File: src/seepc_pkg.sv
package seepc_pkg;

  // ----------------------------------------
  // Timing
  // ----------------------------------------
  localparam int CLK_HZ      = 10_000_000;
  localparam int TIMEOUT_MS  = 30;
  localparam int TIMEOUT_CYC = CLK_HZ / 1000 * TIMEOUT_MS;
  localparam int SCLK_DIV    = 5;
  localparam int LEN_SHORT   = 10;
  localparam int LEN_LONG    = 18;

  // ----------------------------------------
  // Register map and fields
  // ----------------------------------------
  localparam logic [7:0] OFF_CMD   = 8'h00;
  localparam logic [7:0] OFF_DATA  = 8'h04;
  localparam logic [7:0] OFF_STATION_ADDR_LOW = 8'h08;
  localparam logic [7:0] OFF_STATION_ADDR_HIGH = 8'h0C;
  localparam logic [7:0] OFF_CFG   = 8'h10;
  localparam int CMD_BUSY_BIT  = 31;
  localparam int CMD_OP_LSB    = 28;
  localparam int CMD_TO_BIT    = 9;
  localparam int CMD_LOAD_BIT  = 8;
  localparam int CFG_EN_BIT    = 0;
  localparam int CFG_MON_BIT   = 1;
  localparam int CFG_GDATA_BIT = 2;
  localparam int CFG_GCLK_BIT  = 3;
  localparam int CFG_SRST_BIT  = 31;
  localparam logic [3:0] CFG_RESET = 4'h1;

  // ----------------------------------------
  // Device constants
  // ----------------------------------------
  localparam logic [7:0] SIGNATURE = 8'hA5;
  localparam logic [2:0] MAC_BYTES = 3'h6;

  typedef enum logic [2:0] {
    SEEPC_READ   = 3'b000,
    SEEPC_LOCK   = 3'b001,
    SEEPC_UNLOCK = 3'b010,
    SEEPC_WRITE  = 3'b011,
    SEEPC_WRALL  = 3'b100,
    SEEPC_ERASE  = 3'b101,
    SEEPC_ERALL  = 3'b110,
    SEEPC_RELOAD = 3'b111
  } seepc_op_e;

  typedef enum logic [2:0] {
    ST_IDLE  = 3'b000,
    ST_SHIFT = 3'b001,
    ST_GAP   = 3'b010,
    ST_POLL  = 3'b011,
    ST_END   = 3'b100
  } seepc_state_e;

  typedef struct packed {
    logic select;
    logic clock;
    logic data;
    logic data_oe;
  } seepc_link_s;

endpackage

File: src/seepc_ctrl.sv
`timescale 1ns/1ns
module seepc_ctrl
  import seepc_pkg::*;
#(
  parameter int TIMEOUT_CYCLES = TIMEOUT_CYC,
  parameter int SCLK_DIVIDE    = SCLK_DIV
) (
  input  wire logic               pclk,
  input  wire logic               presetn,
  input  wire logic               psel,
  input  wire logic               penable,
  input  wire logic               pwrite,
  input  wire logic [7:0]         paddr,
  input  wire logic [31:0]        pwdata,
  output logic [31:0]             prdata,
  output logic                    pready,
  output logic                    pslverr,
  input  wire logic               serial_data_in,
  input  wire logic [1:0]         mii_monitor,
  output seepc_pkg::seepc_link_s  link_o
);
  import seepc_pkg::*;

  initial begin
    // Read bits are taken one serial clock late, behind a three-stage synchroniser
    if (TIMEOUT_CYCLES < 2 || SCLK_DIVIDE < 3) begin
      $error("seepc_ctrl: bad parameters");
    end
  end

  // ----------------------------------------
  // Registers and state
  // ----------------------------------------
  logic         command_busy;
  seepc_op_e    opcode_field;
  logic [6:0]   location_field;
  logic         response_timeout_flag;
  logic         address_loaded_flag;
  logic [7:0]   eeprom_data_reg;
  logic [31:0]  station_addr_low;
  logic [15:0]  station_addr_high;
  logic [3:0]   cfg;
  seepc_state_e state;
  logic         loading;
  logic [2:0]   load_idx;
  logic [17:0]  shreg;
  logic [4:0]   bit_cnt;
  logic [7:0]   rx;
  logic         sck;
  logic         cs;
  logic         sdo;
  logic         soe;
  logic         tick;
  logic [15:0]  div_cnt;
  logic [31:0]  tmo_cnt;
  logic [2:0]   din_sync;
  logic         din_f;

  wire acc      = psel & penable & pready;
  wire wr_cmd   = acc & pwrite & (paddr == OFF_CMD);
  wire wr_cfg   = acc & pwrite & (paddr == OFF_CFG);
  wire go_cmd   = wr_cmd & ~command_busy & pwdata[CMD_BUSY_BIT];
  wire soft_rst = wr_cfg & pwdata[CFG_SRST_BIT];
  wire tmo_hit  = (state != ST_IDLE) && (tmo_cnt == 32'(TIMEOUT_CYCLES - 1));
  wire fin      = (state == ST_END) && tick && (bit_cnt != 5'h00);
  wire sig_bad  = loading && (load_idx == 3'h0) && (rx != SIGNATURE);
  wire load_end = loading && (load_idx == MAC_BYTES);
  wire is_long  = loading || opcode_field == SEEPC_READ || opcode_field == SEEPC_WRITE
                  || opcode_field == SEEPC_WRALL;
  wire needs_poll = !loading && opcode_field != SEEPC_READ && opcode_field != SEEPC_LOCK
                    && opcode_field != SEEPC_UNLOCK;

  // ----------------------------------------
  // Frame builder
  // ----------------------------------------
  function automatic logic [17:0] frame(input seepc_op_e op, input logic [6:0] loc,
                                        input logic [7:0] d);
    logic [17:0] f;
    f = 18'h00000;
    case (op)
      SEEPC_READ:   f = {1'b1, 2'b10, loc, 8'h00};
      SEEPC_WRITE:  f = {1'b1, 2'b01, loc, d};
      SEEPC_ERASE:  f = {1'b1, 2'b11, loc, 8'h00};
      SEEPC_ERALL:  f = {1'b1, 2'b00, 7'h40, 8'h00};
      SEEPC_LOCK:   f = {1'b1, 2'b00, 7'h00, 8'h00};
      SEEPC_UNLOCK: f = {1'b1, 2'b00, 7'h60, 8'h00};
      SEEPC_WRALL:  f = {1'b1, 2'b00, 7'h20, d};
      default:      f = {1'b1, 2'b10, loc, 8'h00};
    endcase
    return f;
  endfunction

  // ----------------------------------------
  // Serial clock divider and input sync
  // ----------------------------------------
  always_ff @(posedge pclk or negedge presetn) begin
    if (!presetn) begin
      div_cnt <= 16'h0000;
      tick    <= 1'b0;
    end else begin
      tick    <= (div_cnt == 16'(SCLK_DIVIDE - 1));
      div_cnt <= (div_cnt == 16'(SCLK_DIVIDE - 1)) ? 16'h0000 : div_cnt + 16'h0001;
    end
  end

  // A change is accepted only once the second and third stages agree
  always_ff @(posedge pclk or negedge presetn) begin
    if (!presetn) begin
      din_sync <= 3'h0;
      din_f    <= 1'b0;
    end else begin
      din_sync <= {din_sync[1:0], serial_data_in};
      if (din_sync[1] == din_sync[2]) begin
        din_f <= din_sync[2];
      end
    end
  end

  // ----------------------------------------
  // Serial engine
  // ----------------------------------------
  always_ff @(posedge pclk or negedge presetn) begin
    if (!presetn) begin
      state   <= ST_IDLE;
      shreg   <= 18'h00000;
      bit_cnt <= 5'h00;
      rx      <= 8'h00;
      sck     <= 1'b0;
      cs      <= 1'b0;
      sdo     <= 1'b0;
      soe     <= 1'b0;
      tmo_cnt <= 32'h00000000;
    end else if (tmo_hit) begin
      state <= ST_IDLE;
      cs    <= 1'b0;
      sck   <= 1'b0;
      soe   <= 1'b0;
    end else begin
      tmo_cnt <= (state == ST_IDLE) ? 32'h00000000 : tmo_cnt + 32'h00000001;
      case (state)
        ST_IDLE: begin
          if (command_busy && tick && cfg[CFG_EN_BIT]) begin
            shreg   <= loading ? frame(SEEPC_READ, {4'h0, load_idx}, 8'h00)
                               : frame(opcode_field, location_field, eeprom_data_reg);
            bit_cnt <= is_long ? 5'(LEN_LONG) : 5'(LEN_SHORT);
            cs      <= 1'b1;
            soe     <= 1'b1;
            sdo     <= 1'b1;
            state   <= ST_SHIFT;
          end
        end
        ST_SHIFT: begin
          if (tick && !sck) begin
            // A full serial clock after the far side moved the line, so the synchroniser has settled
            sck <= 1'b1;
            rx  <= {rx[6:0], din_f};
          end else if (tick) begin
            sck     <= 1'b0;
            shreg   <= {shreg[16:0], 1'b0};
            sdo     <= shreg[16];
            bit_cnt <= bit_cnt - 5'h01;
            // Read data phase: release the shared pin to the EEPROM
            if (bit_cnt <= 5'd9 && (loading || opcode_field == SEEPC_READ)) begin
              soe <= 1'b0;
            end
            if (bit_cnt == 5'h01) begin
              soe   <= 1'b0;
              cs    <= ~needs_poll;
              state <= needs_poll ? ST_GAP : ST_END;
            end
          end
        end
        ST_GAP: begin
          if (tick) begin
            cs      <= 1'b1;
            bit_cnt <= 5'h01;
            state   <= ST_POLL;
          end
        end
        ST_POLL: begin
          // EEPROM holds its data line low until the internal cycle ends;
          // the first tick still sees the released line through the synchroniser
          if (tick) begin
            if (bit_cnt != 5'h00) begin
              bit_cnt <= bit_cnt - 5'h01;
            end else if (din_f) begin
              state <= ST_END;
            end
          end
        end
        ST_END: begin
          // One extra tick catches the last read bit before select drops
          if (tick && bit_cnt == 5'h00) begin
            rx      <= {rx[6:0], din_f};
            bit_cnt <= 5'h01;
          end else if (tick) begin
            cs    <= 1'b0;
            state <= ST_IDLE;
          end
        end
        default: state <= ST_IDLE;
      endcase
    end
  end

  // ----------------------------------------
  // Command register and load sequencing
  // ----------------------------------------
  always_ff @(posedge pclk or negedge presetn) begin
    if (!presetn) begin
      command_busy          <= 1'b1;
      loading               <= 1'b1;
      load_idx              <= 3'h0;
      opcode_field          <= SEEPC_READ;
      location_field        <= 7'h00;
      response_timeout_flag <= 1'b0;
      address_loaded_flag   <= 1'b0;
    end else if (soft_rst) begin
      command_busy        <= 1'b1;
      loading             <= 1'b1;
      load_idx            <= 3'h0;
      address_loaded_flag <= 1'b0;
    end else if (tmo_hit) begin
      response_timeout_flag <= 1'b1;
      command_busy          <= 1'b0;
      loading               <= 1'b0;
    end else if (go_cmd) begin
      command_busy          <= 1'b1;
      opcode_field          <= seepc_op_e'(pwdata[CMD_OP_LSB +: 3]);
      location_field        <= pwdata[6:0];
      response_timeout_flag <= 1'b0;
      if (seepc_op_e'(pwdata[CMD_OP_LSB +: 3]) == SEEPC_RELOAD) begin
        loading             <= 1'b1;
        load_idx            <= 3'h0;
        address_loaded_flag <= 1'b0;
      end
    end else if (fin) begin
      if (sig_bad || load_end || !loading) begin
        command_busy <= 1'b0;
        loading      <= 1'b0;
      end else begin
        load_idx <= load_idx + 3'h1;
      end
      if (load_end) begin
        address_loaded_flag <= 1'b1;
      end
    end
  end

  // ----------------------------------------
  // Data and station address registers
  // ----------------------------------------
  always_ff @(posedge pclk or negedge presetn) begin
    if (!presetn) begin
      eeprom_data_reg   <= 8'h00;
      station_addr_low  <= 32'hFFFFFFFF;
      station_addr_high <= 16'hFFFF;
    end else begin
      if (acc && pwrite && !command_busy && paddr == OFF_DATA) begin
        eeprom_data_reg <= pwdata[7:0];
      end
      if (acc && pwrite && paddr == OFF_STATION_ADDR_LOW) begin
        station_addr_low <= pwdata;
      end
      if (acc && pwrite && paddr == OFF_STATION_ADDR_HIGH) begin
        station_addr_high <= pwdata[15:0];
      end
      if (fin && !loading && opcode_field == SEEPC_READ) begin
        eeprom_data_reg <= rx;
      end
      if (fin && loading && load_idx != 3'h0) begin
        case (load_idx)
          3'h1: station_addr_low[7:0]   <= rx;
          3'h2: station_addr_low[15:8]  <= rx;
          3'h3: station_addr_low[23:16] <= rx;
          3'h4: station_addr_low[31:24] <= rx;
          3'h5: station_addr_high[7:0]  <= rx;
          default: station_addr_high[15:8] <= rx;
        endcase
      end
    end
  end

  // ----------------------------------------
  // Configuration and pin multiplexing
  // ----------------------------------------
  always_ff @(posedge pclk or negedge presetn) begin
    if (!presetn) begin
      cfg <= CFG_RESET;
    end else if (wr_cfg) begin
      cfg <= pwdata[3:0];
    end
  end

  // Disabled interface hands the pins to general outputs or monitors
  always_ff @(posedge pclk or negedge presetn) begin
    if (!presetn) begin
      link_o <= '0;
    end else if (cfg[CFG_EN_BIT]) begin
      link_o <= '{select: cs, clock: sck, data: sdo, data_oe: soe};
    end else if (cfg[CFG_MON_BIT]) begin
      link_o <= '{select: 1'b0, clock: mii_monitor[1], data: mii_monitor[0], data_oe: 1'b1};
    end else begin
      link_o <= '{select: 1'b0, clock: cfg[CFG_GCLK_BIT], data: cfg[CFG_GDATA_BIT],
                  data_oe: 1'b1};
    end
  end

  // ----------------------------------------
  // APB slave, one wait state
  // ----------------------------------------
  always_ff @(posedge pclk or negedge presetn) begin
    if (!presetn) begin
      pready  <= 1'b0;
      pslverr <= 1'b0;
      prdata  <= 32'h00000000;
    end else begin
      pready  <= psel & penable & ~pready;
      pslverr <= 1'b0;
      prdata  <= 32'h00000000;
      if (psel && penable && !pready) begin
        if (paddr == OFF_CMD) begin
          prdata <= {command_busy, opcode_field, 18'h00000, response_timeout_flag,
                     address_loaded_flag, 1'b0, location_field};
        end else if (paddr == OFF_DATA) begin
          prdata <= {24'h000000, eeprom_data_reg};
        end else if (paddr == OFF_STATION_ADDR_LOW) begin
          prdata <= station_addr_low;
        end else if (paddr == OFF_STATION_ADDR_HIGH) begin
          prdata <= {16'h0000, station_addr_high};
        end else if (paddr == OFF_CFG) begin
          prdata <= {28'h0000000, cfg};
        end else begin
          pslverr <= 1'b1;
        end
      end
    end
  end

  // ----------------------------------------
  // Checks
  // ----------------------------------------
  sig_reject_a: assert property (@(posedge pclk) disable iff (!presetn)
    fin && sig_bad && !soft_rst && !go_cmd |=> !command_busy && !address_loaded_flag
      && $stable(station_addr_low))
    else $error("missing signature did not end load cleanly");

  addr_loaded_a: assert property (@(posedge pclk) disable iff (!presetn)
    fin && load_end && !soft_rst |=> address_loaded_flag && !command_busy)
    else $error("loaded flag not set after six bytes");

  first_byte_a: assert property (@(posedge pclk) disable iff (!presetn)
    fin && loading && load_idx == 3'h1 |=> station_addr_low[7:0] == $past(rx))
    else $error("first address byte misplaced");

  read_result_a: assert property (@(posedge pclk) disable iff (!presetn)
    fin && !loading && opcode_field == SEEPC_READ && !soft_rst
      |=> eeprom_data_reg == $past(rx) && !command_busy)
    else $error("read byte not in data register at busy clear");

  frame_len_a: assert property (@(posedge pclk) disable iff (!presetn)
    $rose(state == ST_SHIFT) |-> bit_cnt == (is_long ? 5'd18 : 5'd10))
    else $error("wrong serial clock count");

  start_bit_a: assert property (@(posedge pclk) disable iff (!presetn)
    $rose(state == ST_SHIFT) |-> shreg[17] && cs && sdo)
    else $error("frame without start bit");

  timeout_abort_a: assert property (@(posedge pclk) disable iff (!presetn)
    tmo_hit && !soft_rst |=> response_timeout_flag && state == ST_IDLE && !command_busy)
    else $error("timeout did not abort");

  busy_start_a: assert property (@(posedge pclk) disable iff (!presetn)
    go_cmd && !soft_rst |=> command_busy ##1 command_busy)
    else $error("busy did not hold after command start");

  pin_release_a: assert property (@(posedge pclk) disable iff (!presetn)
    !cfg[CFG_EN_BIT] ##1 !cfg[CFG_EN_BIT] |-> !link_o.select && link_o.data_oe)
    else $error("pins not released when disabled");

endmodule // seepc_ctrl

File: config.mk
export PLATFORM = sky130hd
export DESIGN_NAME = seepc_ctrl
export DESIGN_NICKNAME = d
export VERILOG_FILES = /design/src/seepc_pkg.sv /design/src/seepc_ctrl.sv
export SDC_FILE = /design/constraint.sdc
export NUM_CORES = 1
export LEC_CHECK = 0
export BUFFER_PORTS_ARGS = -buffer_cell sky130_fd_sc_hd__buf_4
export CAP_MARGIN = 0
export CORE_MARGIN = 4
export CORE_UTILIZATION = 65
export DETAILED_ROUTE_END_ITERATION = 8
export MAX_ROUTING_LAYER = met4
export PLACE_DENSITY_LB_ADDON = 0.1
export REMOVE_ABC_BUFFERS = 1
export SETUP_SLACK_MARGIN = 0.2
export SKIP_LAST_GASP = 1
export SLEW_MARGIN = 5
export SYNTH_ARGS = -nofsm -noshare
export SYNTH_HDL_FRONTEND = slang
export SYNTH_SLANG_ARGS = --single-unit
File: constraint.sdc
create_clock -name pclk -period 6.27 [get_ports pclk]
set_input_delay 1.254 -clock pclk [delete_from_list [all_inputs] [get_ports pclk]]
set_output_delay 1.254 -clock pclk [all_outputs]
set_load 0.05 [all_outputs]
==> results of run 1 <==
power by group through the flow:
stage               combinational [µW]  sequential, µW  clock [µW]
floorplan                         13.7            1360           0
global placement                  85.2            1360           0
detailed placement                85.4            1360           0
CTS                               85.8            1330        1240
global route                      92.5            1330        1310
finish                            84.5            1330        1230
cell families (layout without fill, tap and decap cells):
group,after synthesis,after routing,synth area share (%)
simple gates,361,361,18.1
flops,205,205,51.8
compound gates,188,188,11.2
mux,99,99,10.2
buf+inv,78,150,3.41
xor+xnor,43,43,3.76
fa+ha+maj,12,12,1.47
final cells by class:
type	instances	area (µm²)	area share, %
Clock inverter	3	15.0	0.132
Clock buffer	37	668	5.87
Multi-Input combinational cell	703	4500	39.5
Timing Repair Buffer	89	687	6.04
Inverter	21	78.8	0.693
Tap cell	188	235	2.07
Sequential cell	205	5190	45.7
layout by cell type (no fill, tap or decap), types with 3 or more instances in the layout:
cell type | netlist | final
nand2b_1 | 6 | 6
clkinv_2 | 0 | 3
or4_4 | 3 | 3
ha_1 | 11 | 11
mux2i_1 | 72 | 72
xor2_1 | 25 | 25
a31oi_1 | 5 | 5
nor3b_1 | 7 | 7
and3_1 | 10 | 10
dfstp_2 | 51 | 51
mux2_2 | 27 | 27
clkbuf_16 | 0 | 23
nor2_1 | 132 | 131
nor3_1 | 31 | 30
nand3_1 | 32 | 32
nand2_1 | 64 | 64
o22ai_1 | 4 | 4
inv_1 | 21 | 21
dfrtp_1 | 154 | 154
o211ai_1 | 4 | 4
nor4b_1 | 4 | 4
nand4_1 | 15 | 15
a22oi_1 | 18 | 18
nor2b_1 | 5 | 5
buf_4 | 2 | 87
o21ai_0 | 50 | 50
nor3_2 | 2 | 3
nor4_1 | 6 | 6
clkbuf_1 | 39 | 10
clkbuf_8 | 0 | 5
a21oi_1 | 81 | 81
and4_1 | 3 | 3
xnor2_1 | 18 | 18
a2111o_1 | 4 | 4
and2_1 | 19 | 18
or3_1 | 5 | 5
worst max path at each step:
stage | from | endpoint | slack [ns]
after CTS | paddr[5] | location_field[2] | 2.94
after global routing | paddr[2] | opcode_field[0] | 2.72
final | paddr[2] | location_field[2] | 2.87
after global placement | paddr[5] | location_field[3] | 2.56
after floorplan | state[0] | shreg[10] | 2.17
after detailed placement | paddr[5] | location_field[2] | 2.47
Yosys cell counts, drive strengths merged (2+ instances only):
library cell,instances
dfrtp,154
nor2,132
a21oi,81
mux2i,72
nand2,64
dfstp,51
o21ai,50
clkbuf,39
nor3,34
nand3,33
mux2,27
xor2,25
inv,21
and2,19
a22oi,18
buf,18
xnor2,18
nand4,15
and3,11
ha,11
nor4,8
nor3b,7
or3,7
a31oi,6
nand2b,6
nor4b,6
nor2b,5
o211ai,5
a2111o,4
o22ai,4
or4,4
and4,3
a211o,2
a21o,2
o2bb2ai,2
o31ai,2
or2,2
metrics by stage:
step                total power, µW  std cells
detailed placement             1440       1206
global placement               1440       1206
finish                         2650       1246
global route                   2730       1246
CTS                            2660       1246
floorplan                      1370        929
metal layers:
layer | GRT usage, % | share of wire (%) | vias to the layer above
li1 | - | - | 3587
met2 | 46.0 | 50 | 315
met1 | 36.4 | 41 | 3675
met4 | 7.04 | 2.1 | 0
met3 | 4.01 | 6.7 | 50
met5 | - | 0 | -
==> results.md, run 1 <==
- Status: finished clean
- VDD IR max: 0.188 mV
- First-pass GRT wire length: 38200 µm
- R2r startpoint: bit_cnt[0]
- Fin util: 75.1%
- DR iter-0 viols: 665
- Seq pwr share: 50.4%
- Peak Freq: 0.294 GHz
- Final min period: 3.40 ns
- Final ANT Viol Nets: 0
- Drt drc: 0
- Syn_area_per_cell: 10.2 µm²
- H-Tree Depth: 1
- CTS tree: done
- Cell family with most CP delay: simple AND/OR/NAND/NOR gates
- Post-CTS Hold Buffers: 0
- Tcrit/Tclk final: 54.3%
- Crit path kind: input pin to flip-flop
- CP Cell Sequence: buf_4, or4_4, nor3_4, nor3b_1, o41a_2, mux2_2
- RSZ-0062 raised after global routing: false
- Starting density of the core: 66.2%
- Layout cells sized above 1: 20.7%
- Post_cts resized: 0
- Worst R2R Path Depth: 7
- Dpl ws: 2.47 ns
- Placed cell areas: 10700 µm²
- Ys Warns: 0
- GRT overflow: 0
- Int Pwr: 2080 µW
- Routed len/inst: 19.1 µm
- LEAKAGE: 0.00505 µW
- Boundary Pins: 86
- Final Hold Fails: 0
- Async SR Flop Fraction: 100%
- Core ar.: 15100 µm²
- Slowest cell delay on critical path: 0.61 ns
- Clock network power share: 46.4%
- Hold Crit Start: din_sync[0]
- Num CTS Buffers: 22
- Sw frac: 21.3%
- Largest regs: prdata x32, station_addr_low x32, tmo_cnt x32
- Nets: 1101
- Reg-to-Reg End: eeprom_data_reg[7]
- Sequential area share after synthesis: 51.8%
- CP Capture Type: flip-flop
- Flop2flop setup slack: 3.12 ns
- Via density: 6.12
- Logic gate share of total power: 3.2%
- Yosys cell types: 69
- Worst Slack Setup Final: 2.87 ns
- Max-cap violations: 0
- Required time of the critical path: 6.65 ns
- Vias in the first global route: 7258
- Final wirelength: 23800 µm
- Largest area contributor in the netlist: dfrtp_1
- WHS Endpoint: din_sync[1]
- WP data arrival: 3.78 ns
- Clock Sinks: 205
- WP buf/inv: 1
- Root Buffer: clkbuf_16
- Die area: 17500 µm²
- Post-DP HPWL: 15900 µm
- Crit path depth: 6
- Gr usage total: 27.7%
- Maximum buffer depth of the clock tree: 3
- Synth top area cells: dfrtp_1 (38%), dfstp_2 (13%), mux2i_1 (7.2%)
- FP Rows: 45
- Worst Setup Start Kind: input pin
- Port-buffer cells: 85
- Max-slew violations: 0
- GP Congestion: 0.889
- Fillers: 1070
- EDFF count, synth: 0
- Post-Synthesis Cell Area: 10000 µm²
- Area share of the largest cell type after synthesis: 38.4%
- Hold Path Class: flip-flop to flip-flop
- Largest net degree at the start of global routing: 120
- Worst Tran Pin Value: 1.19 ns
- Routed via count: 7627
- First-pass DRT Iterations: 5
- Die Y: 132 µm
- Setup tns final: 0 ns
- P per Cell Area: 233 nW/µm²
- CP max stage cell: nor3_4
- Top FF cell, synth: dfrtp_1
- Hold depth: 0
- Synthesized instance count: 986
- # Post-CTS Setup Buffers: 0
- Diode count: 0
- Slew HR: 20.2%
- Synthesis-to-layout area growth: 13.5%
- Final instance area: 11400 µm²
- P_sw: 565 µW
- Worst Clk Skew: 0.00812 ns
- Clock transition at the registers of the reported paths: 0.06 ns
- Initial antenna violation count: 0
- Synthesized flop and latch total: 205
- Die X: 132 µm
- Final setup fails: 0
- Hold slack: 0.361 ns
- Worst-Skew Late Latency: 0.50 ns
- CP Max Fanout: 22
Power figures use the tool's default switching activity.
==> inputs of run 2 (changes only) <==
--- a/config.mk
+++ b/config.mk
@@ -5,10 +5,11 @@
 export SDC_FILE = /design/constraint.sdc
 export NUM_CORES = 1
 export LEC_CHECK = 0
+export ABC_AREA = 1
 export BUFFER_PORTS_ARGS = -buffer_cell sky130_fd_sc_hd__buf_4
 export CAP_MARGIN = 0
 export CORE_MARGIN = 4
-export CORE_UTILIZATION = 65
+export CORE_UTILIZATION = 61
 export DETAILED_ROUTE_END_ITERATION = 8
 export MAX_ROUTING_LAYER = met4
 export PLACE_DENSITY_LB_ADDON = 0.1
==> constraint.sdc (replaced) <==
create_clock -name pclk -period 3.45 [get_ports pclk]
set_input_delay 0.69 -clock pclk [delete_from_list [all_inputs] [get_ports pclk]]
set_output_delay 0.69 -clock pclk [all_outputs]
set_load 0.05 [all_outputs]
==> run 2 against run 1 <==
Net effect: synthesized area grew 7.5%; non-clock buffer count grew 9; core utilization shrank 3.2 points; synthesized cell count grew 38%; via count grew 28%; critical endpoint is now station_addr_low[25].
==> results.md, run 2 <==
- Status: finished clean (unchanged)
- Die X: 141 µm (was 132 µm)
- Routed via count: 9766 (was 7627)
- Peak Freq: 0.448 GHz
- Largest net degree at the start of global routing: 98 (was 120)
- Post-DP HPWL: 20100 µm (was 15900 µm)
- Root Buffer: clkbuf_16 (unchanged)
- Gr usage total: 29.8% (was 27.7%)
- Most frequent cells in the layout: nand2_1 (355), dfrtp_1 (154), inv_1 (140) (was dfrtp_1 (154), nor2_1 (131), buf_4 (87))
- Worst-Skew Late Latency: 0.51 ns (was 0.50 ns)
- Largest area contributor in the netlist: dfrtp_1 (unchanged)
- Top FF cell, synth: dfrtp_1 (unchanged)
- Starting density of the core: 62.3% (was 66.2%)
- Setup tns final: 0 ns (unchanged)
- Ys Warns: 0 (unchanged)
- Max-cap violations: 0 (unchanged)
- Die Y: 141 µm (was 132 µm)
- Area share of the largest cell type after synthesis: 35.8% (was 38.4%)
- Worst R2R Path Depth: 7 (unchanged)
- Int Pwr: 4630 µW (was 2080 µW)
- DR iter-0 viols: 857 (was 665)
- VDD IR max: 0.431 mV (was 0.188 mV)
- Nets: 1506 (was 1101)
- Post-CTS Hold Buffers: 0 (unchanged)
- First-pass DRT Iterations: 6 (was 5)
- CP max stage cell: nand3_1 (was nor3_4)
- H-Tree Depth: 1 (unchanged)
- Crit path top cell by count: nand3_1
- Syn_area_per_cell: 7.91 µm² (was 10.2 µm²)
- Worst Setup Start Kind: flip-flop (was input pin)
- Worst Tran Pin Value: 0.787 ns (was 1.19 ns)
- Placed cell areas: 11600 µm² (was 10700 µm²)
- Slew HR: 47.5% (was 20.2%)
- Maximum buffer depth of the clock tree: 3 (unchanged)
- Post-Synthesis Cell Area: 10800 µm² (was 10000 µm²)
- Yosys cell types: 51 (was 69)
- Max-slew violations: 0 (unchanged)
- Tcrit/Tclk final: 64.7%
- P per Cell Area: 527 nW/µm² (was 233 nW/µm²)
- Post_cts resized: 0 (unchanged)
- Worst Clk Skew: 0.00922 ns (was 0.00812 ns)
- FF/Latch Area: 5190 µm² (unchanged)
- Sw frac: 29.4% (was 21.3%)
- Drt drc: 0 (unchanged)
- Worst Slack Setup Final: 1.22 ns (was 2.87 ns)
- Final min period: 2.23 ns
- Initial antenna violation count: 0 (unchanged)
- WP data arrival: 2.64 ns (was 3.78 ns)
- Num CTS Buffers: 23 (was 22)
- Multi-input combinational cell area: 4780 µm² (was 4500 µm²)
- EDFF count, synth: 0 (unchanged)
- LEAKAGE: 0.00621 µW (was 0.00505 µW)
- CP Cell Sequence: inv_1, ha_1, nand3_1, nand3_4, inv_2, nand3_1, o21ai_0 (was buf_4, or4_4, nor3_4, nor3b_1, o41a_2, mux2_2)
- Final setup fails: 0 (unchanged)
- Seq pwr share: 41.6% (was 50.4%)
- Synthesized flop and latch total: 205 (unchanged)
- Routed len/inst: 17.0 µm (was 19.1 µm)
- Layout cells sized above 1: 17.8% (was 20.7%)
- # Post-CTS Setup Buffers: 0 (unchanged)
- RSZ-0062 raised after global routing: false (unchanged)
- Final Hold Fails: 0 (unchanged)
- Placed Instances: 1647 (was 1206)
- Final wirelength: 28800 µm (was 23800 µm)
- Largest regs: prdata x32, station_addr_low x32, tmo_cnt x32 (unchanged)
- Logic gate share of total power: 17.1% (was 3.2%)
- Required time of the critical path: 3.86 ns (was 6.65 ns)
- Final ANT Viol Nets: 0 (unchanged)
- Synthesis-to-layout area growth: 15.5% (was 13.5%)
- Via density: 5.78 (was 6.12)
- CP Max Fanout: 16 (was 22)
- Sequential area share after synthesis: 48.2% (was 51.8%)
- Synthesized instance count: 1363 (was 986)
- Diode count: 0 (unchanged)
- Hold slack: 0.264 ns (was 0.361 ns)
- Die area: 19900 µm² (was 17500 µm²)
- Hold Path Class: input pin to async pin (was flip-flop to flip-flop)
- Async SR Flop Fraction: 100% (unchanged)
- Boundary Pins: 86 (unchanged)
- Crit path kind: flip-flop to flip-flop (was input pin to flip-flop)
- Final instance area: 12400 µm² (was 11400 µm²)
- GP Congestion: 1.04 (was 0.889)
- Top-count cell post-synth: nand2_1 (was dfrtp_1)
- Clock transition at the registers of the reported paths: 0.06 ns (about the same)
- Clock network power share: 41.3% (was 46.4%)
- Fillers: 1366 (was 1070)
- Dpl ws: 0.920 ns (was 2.47 ns)
- Port-buffer cells: 85 (unchanged)
- CP Capture Type: flip-flop (unchanged)
- Top cells by count, synth: nand2_1 (355), dfrtp_1 (154), inv_1 (140) (was dfrtp_1 (154), nor2_1 (132), a21oi_1 (81))
- CTS tree: done (unchanged)
- First-pass GRT wire length: 46900 µm (was 38200 µm)
- Slowest cell delay on critical path: 0.47 ns (was 0.61 ns)
- P_sw: 1930 µW (was 565 µW)
- Commonest non-fill, non-tap cell in the layout: nand2_1 (was dfrtp_1)
- Synth top area cells: dfrtp_1 (36%), dfstp_2 (12%), nand2_1 (12%) (was dfrtp_1 (38%), dfstp_2 (13%), mux2i_1 (7.2%))
- FP Rows: 48 (was 45)
- GRT overflow: 0 (unchanged)
- Clock Sinks: 205 (unchanged)
- Core ar.: 17300 µm² (was 15100 µm²)
- Fin cells: 1689 (was 1246)
- Vias in the first global route: 9422 (was 7258)
run 2: worst paths after layout:
path | start | to | slack [ns]
max | bit_cnt[0] | station_addr_low[25] | 1.22
min | presetn | tmo_cnt[2] | 0.26
max reg2reg | bit_cnt[0] | station_addr_low[25] | 1.22
min reg2reg | din_sync[0] | din_sync[1] | 0.35
max in group asynchronous | presetn | loading | 2.27
min in group pclk | serial_data_in | din_sync[0] | 0.29
run 2: critical path, delay by kind of cell (launching register included):
family | cells | cell delay, ns
AO/OA/AOI/OAI | 1 | 0.44
adder cells (fa/ha/maj) | 1 | 0.22
buffers and inverters | 2 | 0.22
flip-flops | 1 | 0.39
AND/OR/NAND/NOR | 3 | 0.85
run 2: cells by family after synthesis:
family                   synth area share (%)
buffers and inverters                    7.41
AND/OR/NAND/NOR                          28.1
flip-flops                               48.2
XOR/XNOR                                 1.14
adder cells (fa/ha/maj)                  1.37
AO/OA/AOI/OAI                            13.8
run 2: final cells by class:
cell class / instances / area share [%]
clock buffer: 31 / 5.03
clock inverter: 11 / 1.68
multi-input combinational: 963 / 38.5
sequential: 205 / 41.7
timing repair buffer: 98 / 6.06
tap: 225 / 2.26
inverter: 156 / 4.77
run 2: layer usage:
layer | vias up | track usage, % | share of wire [%]
met3 | 75 | 4.44 | 8.4
met2 | 417 | 45.7 | 45
met4 | 0 | 8.87 | 2.8
met1 | 4643 | 41.6 | 43
li1 | 4631 | - | -
met5 | - | - | 0
run 2: through the flow:
stage / power [µW] / util, %
2_1_floorplan: 3470 / -
3_3_place_gp: 3840 / 67.1
3_5_place_dp: 3860 / 67.1
4_1_cts: 6570 / 71.9
5_1_grt: 6860 / 71.9
6_report: 6560 / 71.9
run 2: power groups by stage:
stage / clock network (µW) / logic [µW] / registers [µW]
6_report: 2710 / 1120 / 2730
5_1_grt: 2840 / 1270 / 2750
4_1_cts: 2740 / 1110 / 2720
3_5_place_dp: 0 / 1110 / 2760
3_3_place_gp: 0 / 1080 / 2760
2_1_floorplan: 0 / 755 / 2710
==> inputs of run 3 (changes only) <==
--- a/config.mk
+++ b/config.mk
@@ -9,7 +9,7 @@
 export BUFFER_PORTS_ARGS = -buffer_cell sky130_fd_sc_hd__buf_4
 export CAP_MARGIN = 0
 export CORE_MARGIN = 4
-export CORE_UTILIZATION = 61
+export CORE_UTILIZATION = 55
 export DETAILED_ROUTE_END_ITERATION = 8
 export MAX_ROUTING_LAYER = met4
 export PLACE_DENSITY_LB_ADDON = 0.1
==> constraint.sdc (replaced) <==
create_clock -name pclk -period 1.98 [get_ports pclk]
set_input_delay 0.396 -clock pclk [delete_from_list [all_inputs] [get_ports pclk]]
set_output_delay 0.396 -clock pclk [all_outputs]
set_load 0.05 [all_outputs]
==> run 3 against run 2 <==
Net effect: first-iteration DRC count down 2.1%; routed wire length up 5.6%; flip-flop and latch count unchanged; clock power up 56%; sequential share of layout area down 3.5 points; worst setup slack worse by 1.0 ns; sequential power up 74%; die area up 10%; critical path type unchanged; highest routed layer unchanged.
==> results.md, run 3 (same netlist as run 2, synthesis figures left out) <==
- Logic gate share of total power: 21.5% (was 17.1%)
- Starting density of the core: 56.9% (was 62.3%)
- Final wirelength: 30400 µm (was 28800 µm)
- Port-buffer cells: 85 (unchanged)
- P_sw: 3610 µW (was 1930 µW)
- Die area: 21900 µm² (was 19900 µm²)
- CP Max Fanout: 5 (was 16)
- GP Congestion: 0.958 (was 1.04)
- Via density: 5.50 (was 5.78)
- Fillers: 1513 (was 1366)
- FP Rows: 50 (was 48)
- Final min period: 1.79 ns (was 2.23 ns)
- Seq pwr share: 41.5% (was 41.6%)
- Largest regs: prdata x32, station_addr_low x32, tmo_cnt x32 (unchanged)
- Num CTS Buffers: 23 (unchanged)
- Fin util: 71.7% (was 71.9%)
- Tcrit/Tclk final: 90.6% (was 64.7%)
- Slew HR: 65.2% (was 47.5%)
- Worst Clk Skew: 0.0155 ns (was 0.00922 ns)
- First-pass DRT Iterations: 5 (was 6)
- LEAKAGE: 0.00674 µW (was 0.00621 µW)
- Nets: 1596 (was 1506)
- Maximum buffer depth of the clock tree: 3 (unchanged)
- VDD IR max: 0.683 mV (was 0.431 mV)
- Core ar.: 19000 µm² (was 17300 µm²)
- P per Cell Area: 841 nW/µm² (was 527 nW/µm²)
- Diode count: 0 (unchanged)
- Die Y: 148 µm (was 141 µm)
- H-Tree Depth: 1 (unchanged)
- Peak Freq: 0.558 GHz (was 0.448 GHz)
- Routed len/inst: 16.8 µm (was 17.0 µm)
- Routed via count: 9979 (was 9766)
- Clock network power share: 37.0% (was 41.3%)
- Final setup fails: 0 (unchanged)
- Status: finished clean (unchanged)
- WP data arrival: 2.19 ns (was 2.64 ns)
- Worst Tran Pin Value: 0.517 ns (was 0.787 ns)
- Worst-Skew Late Latency: 0.53 ns (was 0.51 ns)
- Final Hold Fails: 0 (unchanged)
- Clock Sinks: 205 (unchanged)
- Hold slack: 0.137 ns (was 0.264 ns)
- Sw frac: 31.6% (was 29.4%)
- Max-cap violations: 0 (unchanged)
- DR iter-0 viols: 839 (was 857)
- Die X: 148 µm (was 141 µm)
- Largest net degree at the start of global routing: 48 (was 98)
- Required time of the critical path: 2.38 ns (was 3.86 ns)
- Int Pwr: 7820 µW (was 4630 µW)
- Fin cells: 1814 (was 1689)
- Boundary Pins: 86 (unchanged)
- Drt drc: 0 (unchanged)
- GRT overflow: 0 (unchanged)
- GRT met2 Usage: 41.9% (was 45.7%)
- M1 GR Usage: 39.1% (was 41.6%)
- Worst Setup Start Kind: flip-flop (unchanged)
- GR Util met3: 4.35% (was 4.44%)
- Root Buffer: clkbuf_16 (unchanged)
- Layout cells sized above 1: 25.9% (was 17.8%)
- Setup tns final: 0 ns (unchanged)
- Placed Instances: 1739 (was 1647)
- Commonest non-fill, non-tap cell in the layout: nand2_1 (unchanged)
- CP Capture Type: flip-flop (unchanged)
- Clock transition at the registers of the reported paths: 0.06 ns (about the same)
- Synthesis-to-layout area growth: 26.2% (was 15.5%)
- RSZ-0062 raised after global routing: true (was false)
- Hold Path Class: input pin to flip-flop (was input pin to async pin)
- Final ANT Viol Nets: 0 (unchanged)
- CTS tree: done (unchanged)
- Post-DP HPWL: 21300 µm (was 20100 µm)
- Crit path kind: flip-flop to flip-flop (unchanged)
- Most used routing layer: met2 (unchanged)
- Vias in the first global route: 9329 (was 9422)
- Gr usage total: 27.5% (was 29.8%)
- Most frequent cells in the layout: nand2_1 (345), buf_4 (158), dfrtp_1 (150) (was nand2_1 (355), dfrtp_1 (154), inv_1 (140))
- Initial antenna violation count: 0 (unchanged)
- First-pass GRT wire length: 47500 µm (was 46900 µm)
- Max-slew violations: 0 (unchanged)
[run 3: cell types whose count changed in the layout (fill, tap and decap cells not counted), moves of 9 or more]
cell     delta
nor2_1     -18
buf_12     +10
buf_4      +62
buf_6      +10
o21ai_0    -13
nor2_4      +9
o21ai_1    +11
nand2_1    -10
nor2_2     +10
[run 3: routing by layer]
layer | wire length, µm | vias to the layer above
met4 | 682 | 0
met2 | 14000 | 366
li1 | - | 4813
met3 | 2140 | 58
met5 | 0 | -
met1 | 13500 | 4742
[run 3: what timing repair did]
| action | in CTS | in global routing |
|---|---|---|
| pin swaps | 5 | 11 |
| hold buffers | 2 | 0 |
| buffers inserted | 8 | 17 |
| cloned | 2 | 4 |
| endpoints found under the setup margin | 74 | 120 |
| resized for setup | 17 | 86 |
| hold endpoints to repair | 31 | 0 |
[run 3: worst max-delay path, stage by stage, from the launching register on]
cell and delay [ns]:
dfrtp_1 0.41, ha_4 0.18, nand2_4 0.06, nor2_4 0.19, nand2_2 0.09, nor2_4 0.15
nand2_2 0.13, buf_4 0.17, nand2_1 0.06, nand3_1 0.10, nand2_1 0.07, o21ai_0 0.07
[run 3: path summary, 6_finish.rpt]
| check | startpoint | endpoint | slack, ns | cells past startpoint |
|---|---|---|---|---|
| worst min-delay path | pwdata[19] | station_addr_low[19] | 0.14 | 3 |
| worst max-delay path | tmo_cnt[1] | cs | 0.19 | 11 |
| worst min register to register | din_sync[0] | din_sync[1] | 0.35 | 0 |
| worst max register to register | tmo_cnt[1] | cs | 0.19 | 11 |
| min in group asynchronous | presetn | tmo_cnt[7] | 0.40 | 2 |
| max in group asynchronous | presetn | div_cnt[3] | 0.96 | 3 |
[run 3: power by group through the flow]
stage                     Sequential, µW  Clock [µW]  Combinational (µW)
after floorplan                     4720           0                1320
after global placement              4770           0                2110
after detailed placement            4780           0                2140
after CTS                           4720        4290                2280
after global routing                4770        4500                2730
final                               4750        4240                2450
[run 3: metrics by stage]
stage                     instance area (µm²)  power (µW)  setup WS, ns
after global routing                    13600       12000        0.0673
after floorplan                         10600        6040        -0.920
after detailed placement                12200        6920        0.0247
after global placement                  12200        6880        0.0758
final                                   13600       11400         0.186
after CTS                               13100       11300         0.155
[run 3: final cells by class]
cell class	count	area [µm²]	area share, %
sequential	205	5200	38.2
multi-input combinational	967	5130	37.8
timing repair buffer	184	1580	11.6
clock buffer	28	634	4.67
inverter	156	601	4.42
tap	260	325	2.39
clock inverter	14	121	0.893
